## src/shared/usb_in_ep_pkg.sv

```systemverilog
// Constants for the low control byte of one indexed IN endpoint.
// Assumes a byte-wide indexed register space on the core clock.
package usb_in_ep_pkg;

    // Register placement and reset value
    localparam logic [7:0] IN_CTRL_LOW_OFFSET = 8'h11;
    localparam logic [7:0] IN_CTRL_LOW_RESET  = 8'h00;

    // Field positions within the low control byte
    localparam int BIT_PACKET_READY   = 0;
    localparam int BIT_FIFO_NOT_EMPTY = 1;
    localparam int BIT_UNDERRUN       = 2;
    localparam int BIT_FLUSH          = 3;
    localparam int BIT_SEND_STALL     = 4;
    localparam int BIT_STALL_SENT     = 5;
    localparam int BIT_CLEAR_TOGGLE   = 6;

    // Packet slot capacity of the endpoint FIFO
    localparam logic [1:0] SLOTS_SINGLE = 2'h1;
    localparam logic [1:0] SLOTS_DOUBLE = 2'h2;
    localparam logic [1:0] SLOTS_EMPTY  = 2'h0;

    // Flush sequencing
    typedef enum logic [0:0] {
        FLUSH_IDLE,
        FLUSH_DROP
    } flush_state_t;

endpackage

```

## src/shared/in_slot_if.sv

```systemverilog
// Carrier between the endpoint control byte and its packet slot tracker.
// Assumes both ends run on the same core clock.
`timescale 1ns/100ps
interface in_slot_if;
    logic       commit;      // Firmware hands over one packet
    logic       release_pkt; // One packet leaves (sent or flushed)
    logic       sof;         // Start of frame seen
    logic       hold_req;    // New packet waits for the next frame
    logic [1:0] count;       // Packets held in the FIFO
    logic       held;        // Newest packet still waiting for a frame
    logic       eligible;    // A packet may go out now

    modport owner   (output commit, output release_pkt, output sof, output hold_req,
                     input count, input held, input eligible);
    modport tracker (input commit, input release_pkt, input sof, input hold_req,
                     output count, output held, output eligible);
endinterface

```

## src/hdl/in_slot_tracker.sv

```systemverilog
// Counts packets committed to the IN FIFO and holds one back until a frame.
// Assumes the owner never commits beyond the slot capacity.
`timescale 1ns/100ps
module in_slot_tracker
    import usb_in_ep_pkg::*;
(
    input  wire logic core_clk_i,
    input  wire logic sys_rst_i,
    in_slot_if.tracker slots
);

    logic [1:0] count_reg;
    logic       held_reg;

    // Commit and release in one cycle leave the count unchanged
    always_ff @(posedge core_clk_i or posedge sys_rst_i) begin
        if (sys_rst_i) begin
            count_reg <= SLOTS_EMPTY;
        end else if (slots.commit && !slots.release_pkt) begin
            count_reg <= count_reg + 2'h1;
        end else if (!slots.commit && slots.release_pkt && count_reg != SLOTS_EMPTY) begin
            count_reg <= count_reg - 2'h1;
        end
    end

    // Held packet becomes sendable at the next frame start
    always_ff @(posedge core_clk_i or posedge sys_rst_i) begin
        if (sys_rst_i) begin
            held_reg <= 1'b0;
        end else if (slots.commit && slots.hold_req) begin
            held_reg <= 1'b1;
        end else if (slots.sof) begin
            held_reg <= 1'b0;
        end
    end

    assign slots.count    = count_reg;
    assign slots.held     = held_reg;
    // Only the newest packet is ever held, so older ones stay sendable
    assign slots.eligible = (count_reg > {1'b0, held_reg});

endmodule

```

## src/hdl/usb_in_endpoint_ctrl_low.sv

```systemverilog
// Low control byte of one indexed IN endpoint and its packet handshake.
// Assumes the serial engine and high control byte share the core clock.
// Summary of operation
// Firmware loads whole packet before setting ready
// Transmitted packet clears packet ready bit
// Open double-buffer slot clears packet ready
// Iso update hides ready until next frame
// Interrupt only for transmitted packet clears
// Stall request answers every token with STALL (code: non-iso tokens only)
// STALL sets sticky flag, interrupts; firmware clears
// Iso token without packet: empty packet, underrun
// Flush with data drops packet, interrupts, self-clears
// Clear-toggle write zeroes toggle, reads zero
`timescale 1ns/100ps
module usb_in_endpoint_ctrl_low
    import usb_in_ep_pkg::*;
#(
    parameter logic [1:0] ENDPOINT_NUM = 2'h1
)
(
    input  wire logic       core_clk_i,
    input  wire logic       sys_rst_i,
    // Indexed register port
    input  wire logic [1:0] reg_index_i,
    input  wire logic [7:0] reg_addr_i,
    input  wire logic       reg_wr_i,
    input  wire logic       reg_rd_i,
    input  wire logic [7:0] reg_wdata_i,
    output logic      [7:0] reg_rdata_o,
    // Settings from the high control byte
    input  wire logic       double_buffer_enable_i,
    input  wire logic       iso_mode_i,
    input  wire logic       iso_update_option_i,
    input  wire logic       force_toggle_i,
    // Serial engine events
    input  wire logic       in_token_i,
    input  wire logic       tx_done_i,
    input  wire logic       sof_i,
    // Serial engine commands
    output logic            send_data_o,
    output logic            send_stall_o,
    output logic            send_zero_len_o,
    output logic            fifo_flush_o,
    output logic            data_toggle_o,
    output logic            ep_irq_o
);

    in_slot_if slots ();

    logic         packet_ready_reg;
    logic         underrun_reg;
    logic         send_stall_req_reg;
    logic         stall_sent_reg;
    logic         flush_bit_reg;
    flush_state_t flush_state_reg;
    logic         toggle_reg;
    logic [7:0]   rdata_reg;
    logic         send_data_reg;
    logic         send_stall_reg;
    logic         send_zlp_reg;
    logic         flush_pulse_reg;
    logic         irq_reg;

    logic         sel;
    logic         wr_hit;
    logic         rd_hit;
    logic [1:0]   capacity;
    logic         commit;
    logic         stall_fire;
    logic         data_fire;
    logic         zlp_fire;
    logic         flush_fire;
    logic         toggle_event;
    logic [7:0]   read_value;

    // Packed byte as firmware sees it
    function automatic logic [7:0] pack_byte(input logic ready, input logic not_empty,
                                             input logic under, input logic flush,
                                             input logic stall_req, input logic stall_sent);
        logic [7:0] b;
        b = 8'h00;
        b[BIT_PACKET_READY]   = ready;
        b[BIT_FIFO_NOT_EMPTY] = not_empty;
        b[BIT_UNDERRUN]       = under;
        b[BIT_FLUSH]          = flush;
        b[BIT_SEND_STALL]     = stall_req;
        b[BIT_STALL_SENT]     = stall_sent;
        return b;
    endfunction

    in_slot_tracker u_slots (
        .core_clk_i (core_clk_i),
        .sys_rst_i  (sys_rst_i),
        .slots      (slots.tracker)
    );

    // Register decode for this endpoint's index
    assign sel      = (reg_index_i == ENDPOINT_NUM) && (reg_addr_i == IN_CTRL_LOW_OFFSET);
    assign wr_hit   = sel && reg_wr_i;
    assign rd_hit   = sel && reg_rd_i;
    assign capacity = double_buffer_enable_i ? SLOTS_DOUBLE : SLOTS_SINGLE;

    // Data must already be in the FIFO; a full FIFO ignores the commit
    assign commit = wr_hit && reg_wdata_i[BIT_PACKET_READY] && (slots.count < capacity);

    // Token answers; stall has no meaning in iso mode
    assign stall_fire = in_token_i && send_stall_req_reg && !iso_mode_i;
    assign data_fire  = in_token_i && !stall_fire && slots.eligible;
    assign zlp_fire   = in_token_i && iso_mode_i && !slots.eligible;
    assign flush_fire = (flush_state_reg == FLUSH_DROP);

    // Forced toggle flips on every data send, otherwise only on a completed transfer
    assign toggle_event = force_toggle_i ? data_fire : tx_done_i;

    assign slots.commit      = commit;
    assign slots.release_pkt = tx_done_i || flush_fire;
    assign slots.sof         = sof_i;
    assign slots.hold_req    = iso_mode_i && iso_update_option_i;

    // Held packet reads as not ready
    assign read_value = pack_byte(packet_ready_reg && !slots.held,
                                  slots.count != SLOTS_EMPTY, underrun_reg, flush_bit_reg,
                                  send_stall_req_reg, stall_sent_reg);

    // Packet ready: set by firmware, cleared once a slot is open
    always_ff @(posedge core_clk_i or posedge sys_rst_i) begin
        if (sys_rst_i) begin
            packet_ready_reg <= 1'b0;
        end else if (commit) begin
            packet_ready_reg <= 1'b1;
        end else if (packet_ready_reg && slots.count < capacity) begin
            packet_ready_reg <= 1'b0; // see
        end
    end

    // Underrun is sticky; the set wins over a firmware clear
    always_ff @(posedge core_clk_i or posedge sys_rst_i) begin
        if (sys_rst_i) begin
            underrun_reg <= 1'b0;
        end else if (zlp_fire) begin
            underrun_reg <= 1'b1;
        end else if (wr_hit && !reg_wdata_i[BIT_UNDERRUN]) begin
            underrun_reg <= 1'b0;
        end
    end

    // Stall request is a plain firmware bit
    always_ff @(posedge core_clk_i or posedge sys_rst_i) begin
        if (sys_rst_i) begin
            send_stall_req_reg <= 1'b0;
        end else if (wr_hit) begin
            send_stall_req_reg <= reg_wdata_i[BIT_SEND_STALL];
        end
    end

    // Stall sent: only firmware writing zero clears it
    always_ff @(posedge core_clk_i or posedge sys_rst_i) begin
        if (sys_rst_i) begin
            stall_sent_reg <= 1'b0;
        end else if (stall_fire) begin
            stall_sent_reg <= 1'b1;
        end else if (wr_hit && !reg_wdata_i[BIT_STALL_SENT]) begin
            stall_sent_reg <= 1'b0;
        end
    end

    // Flush: an empty FIFO ignores the request, so no interrupt either
    always_ff @(posedge core_clk_i or posedge sys_rst_i) begin
        if (sys_rst_i) begin
            flush_state_reg <= FLUSH_IDLE;
            flush_bit_reg   <= 1'b0;
        end else begin
            case (flush_state_reg)
                FLUSH_IDLE: begin
                    if (wr_hit && reg_wdata_i[BIT_FLUSH] && slots.count != SLOTS_EMPTY) begin
                        flush_state_reg <= FLUSH_DROP;
                        flush_bit_reg   <= 1'b1;
                    end
                end
                FLUSH_DROP: begin
                    flush_state_reg <= FLUSH_IDLE;
                    flush_bit_reg   <= 1'b0;
                end
                default: begin
                    flush_state_reg <= FLUSH_IDLE;
                    flush_bit_reg   <= 1'b0;
                end
            endcase
        end
    end

    // Data toggle; a clear-toggle write beats a same-cycle toggle
    always_ff @(posedge core_clk_i or posedge sys_rst_i) begin
        if (sys_rst_i) begin
            toggle_reg <= 1'b0;
        end else if (wr_hit && reg_wdata_i[BIT_CLEAR_TOGGLE]) begin
            toggle_reg <= 1'b0;
        end else if (toggle_event) begin
            toggle_reg <= !toggle_reg;
        end
    end

    // Read data registered; clear-toggle position always reads zero
    always_ff @(posedge core_clk_i or posedge sys_rst_i) begin
        if (sys_rst_i) begin
            rdata_reg <= IN_CTRL_LOW_RESET;
        end else if (rd_hit) begin
            rdata_reg <= read_value;
        end
    end

    // One-cycle commands to the serial engine
    always_ff @(posedge core_clk_i or posedge sys_rst_i) begin
        if (sys_rst_i) begin
            send_data_reg   <= 1'b0;
            send_stall_reg  <= 1'b0;
            send_zlp_reg    <= 1'b0;
            flush_pulse_reg <= 1'b0;
        end else begin
            send_data_reg   <= data_fire;
            send_stall_reg  <= stall_fire;
            send_zlp_reg    <= zlp_fire;
            flush_pulse_reg <= flush_fire;
        end
    end

    // Interrupt pulse; slot-open clears never raise it
    always_ff @(posedge core_clk_i or posedge sys_rst_i) begin
        if (sys_rst_i) begin
            irq_reg <= 1'b0;
        end else begin
            irq_reg <= tx_done_i || stall_fire || flush_fire; // see see
        end
    end

    assign reg_rdata_o     = rdata_reg;
    assign send_data_o     = send_data_reg;
    assign send_stall_o    = send_stall_reg;
    assign send_zero_len_o = send_zlp_reg;
    assign fifo_flush_o    = flush_pulse_reg;
    assign data_toggle_o   = toggle_reg;
    assign ep_irq_o        = irq_reg;

endmodule

```

## config.mk

```make
export PLATFORM = sky130hd
export DESIGN_NAME = usb_in_endpoint_ctrl_low
export DESIGN_NICKNAME = d
export VERILOG_FILES = /design/src/shared/usb_in_ep_pkg.sv /design/src/shared/in_slot_if.sv /design/src/hdl/in_slot_tracker.sv /design/src/hdl/usb_in_endpoint_ctrl_low.sv
export SDC_FILE = /design/constraint.sdc
export NUM_CORES = 1
export LEC_CHECK = 0
export BUFFER_PORTS_ARGS = -buffer_cell sky130_fd_sc_hd__buf_2
export CELL_PAD_IN_SITES_DETAIL_PLACEMENT = 0
export CELL_PAD_IN_SITES_GLOBAL_PLACEMENT = 1
export CORE_AREA = 2 2 61 63
export CTS_BUF_LIST = sky130_fd_sc_hd__clkbuf_16
export DETAILED_ROUTE_END_ITERATION = 7
export DIE_AREA = 0 0 63 65
export PLACE_DENSITY_LB_ADDON = 0.2
export SYNTH_ARGS = -nofsm -noshare
export SYNTH_HDL_FRONTEND = slang
export SYNTH_SLANG_ARGS = --single-unit
export TNS_END_PERCENT = 100
```

## constraint.sdc

```tcl
create_clock -name core_clk_i -period 1.67 [get_ports core_clk_i]
set_clock_uncertainty 0.05 [all_clocks]
set_input_delay 0.167 -clock core_clk_i [delete_from_list [all_inputs] [get_ports core_clk_i]]
set_output_delay 0.167 -clock core_clk_i [all_outputs]
set_load 0.02 [all_outputs]
```

==> summary.txt <==
Outcome
  – Status: completed

Route
  – Metal3 WL: 79 um
  – DRC: 0
  – Initial drt markers: 8
  – Met1 Wirelength: 936 um
  – Routed via count: 817
  – Uppermost routed layer: met4
  – Antenna Nets Post-Route: 0
  – DR WL met2: roughly 1200 um
  – Drt total wl: between 2000 and 2500 um
  – Vias/cell: 4.39
  – Detailed-route wire length per cell: around 12 um
  – First-pass detailed-route iteration total: 3

Job
  – Max_cap viols: 0

CTS
  – CTS tree: built
  – Clk root buf: clkbuf_16
  – Htree depth: 1
  – Reg clk slew, reported paths: about 60 ps
  – Clock Latency Late Sink: 250 ps
  – Clock buffer depth: 2
  – Num CTS Buffers: 3
  – Clk sinks: 21

STA
  – Worst Hold Slack: around 33 ps
  – RSZ-0062 raised after global routing: false
  – Total negative slack: 0 ps
  – FMAX: between 600 and 700 MHz
  – Min Tclk post-route: 1550 ps
  – Final slew viol count: 0
  – Hold Violations, Final: 0
  – Fin crit share: 92.9%
  – Setup Viol. Count Final: 0

Final layout
  – Fin area: 0.00136 mm^2
  – # nets final: 170
  – Multi-input gate area: about 410 um^2
  – N_diodes: 0
  – Layout cells sized above 1: 42.0%
  – Storage cell area: roughly 530 um^2
  – Max reg flops: 6
  – Commonest non-fill, non-tap cells in the layout: buf_2 (38), dfrtp_1 (20), nand2_1 (10)
  – Area delta synth->final: 38.9%
  – FILL cells: 379
  – Commonest non-fill, non-tap cell in the layout: buf_2

Critical path
  – Max incr delay on CP: 380 ps
  – Worst setup EP type: flop
  – R2r setup slk: 120 ps
  – Critical Path Start Type: flop
  – CP bufs+invs: 0
  – Crit path max fanout: 3
  – Crit-path cells: ha_1 -> o21ai_2 -> nand3b_1 -> or3_1 -> a32oi_1
  – Critical Path RT: 1790 ps
  – Crit path kind: flop to flop
  – Kind of cell adding the most delay to the critical path: simple AND/OR/NAND/NOR gates
  – Crit path DAT: between 1500 and 2000 ps
  – CP max-delay cell: dfrtp_1

Synth
  – Post-synth top area cell: dfrtp_1
  – EDFF count, synth: 0
  – Mapped cell area: about 980 um^2
  – Cells after Synth: 91
  – Seq cells post-synth: 21
  – Post-synth top area share: 53.7%
  – Main area contributors after synthesis: dfrtp_1 (54%), nand2_1 (3.8%), o21ai_0 (3.6%)
  – Syn Area/Cell: 10.8 um^2
  – Register area share after synthesis: 53.7%
  – Ys async rst share: 100%
  – Synthesis warning total: 0
  – Synth unique cells: 34
  – Top_reg_cell synth: dfrtp_1

Power and ir drop
  – Pleak: slightly above 0.0007 uW
  – Final Total Pwr: 1170 uW
  – Maximum vdd drop: approximately 0.43 mV
  – PwrDens: 863 mW/mm^2

GRT
  – GRT Total Usage: 12.4%
  – Largest net degree at the start of global routing: 22
  – Vias in the first global route: 866
  – First-pass GRT wire length: 3910 um
  – GRT Residual Overflow: 0
  – Initial antenna violation count: 0

Floorplan
  – Core Area: 0.00350 mm^2
  – Die Span X: 63 um
  – I/O pins: 43
  – Initial Util: 28.0%
  – Total Die Area: 0.00410 mm^2
  – Core Rows: 22
  – Die H: 65 um

Place
  – Routability cong.: 0.759
  – Number of port buffers: 38
  – Detailed placement HPWL: 1720 um
  – Placed inst area: 0.00125 mm^2

Hold path
  – Min-Delay Path Class: primary input to flop
[logic make-up (layout without fill, tap and decap cells)]
kind of cell             count (synthesis)  after routing  synth area share [%]
AO/OA/AOI/OAI                           20             20                  13.3
XOR/XNOR                                 1              1                 0.895
adder cells (fa/ha/maj)                  2              2                  2.56
buffers and inverters                   12             58                  5.63
flip-flops                              21             21                  53.7
multiplexers                             3              3                  3.45
other                                    1              2                 0.383
AND/OR/NAND/NOR                         31             31                  20.1
[layout make-up]
cell class	count	area share (%)
flip-flops and latches	21	38.8
multi-input cells	59	30.1
repair buffers	46	18.6
clock buffers	3	5.52
well taps	48	4.42
inverters	8	2.21
clock inverters	1	0.368
[final timing paths]
path	start	to	depth (start not counted)
worst max-delay path	u_slots.slots.count[1]	u_slots.slots.count[0]	5
worst min-delay path	reg_wdata_i[6]	data_toggle_o	2
worst max register to register	u_slots.slots.count[1]	u_slots.slots.count[0]	5
worst min register to register	reg_rdata_o[0]	reg_rdata_o[0]	2
max in group asynchronous	sys_rst_i	u_slots.slots.count[0]	4
min in group asynchronous	sys_rst_i	reg_rdata_o[1]	4
[cells in the mapped netlist (3+ instances only)]
master   count
dfrtp_1     21
nand2_1     10
inv_1        8
o21ai_0      7
nor2_1       4
a21oi_1      3
a41oi_1      3
mux2_2       3
[power breakdown]
part	internal (uW)	switching (uW)	total [uW]
clock	321	174	495
combinational	60.0	78.1	138
sequential	529	10.6	540
total	910	263	1170
[per-layer routing]
metal / global-route usage, % / vias up
li1: - / 414
met5: 0 / -
met3: 3.30 / 2
met2: 22.2 / 18
met1: 14.0 / 383
met4: 4.72 / 0
[what timing repair did]
item | 4_1_cts | 5_1_grt
endpoints found under the hold margin | 21 | 0
hold buffers | 1 | 0
resized for setup | 0 | 4
setup buffers | 0 | 1
endpoints found under the setup margin | 0 | 2
[through the flow]
step | instances | utilization, % | setup WS, ps
4_1_cts | 185 | 38.4 | 11.0
3_3_place_gp | 180 | 35.8 | 104
3_5_place_dp | 180 | 35.8 | 26.6
5_1_grt | 186 | 38.9 | 5.37
2_1_floorplan | 92 | - | 98.0
6_report | 186 | 38.9 | 118
No activity file was read; power rests on OpenSTA's default activity.
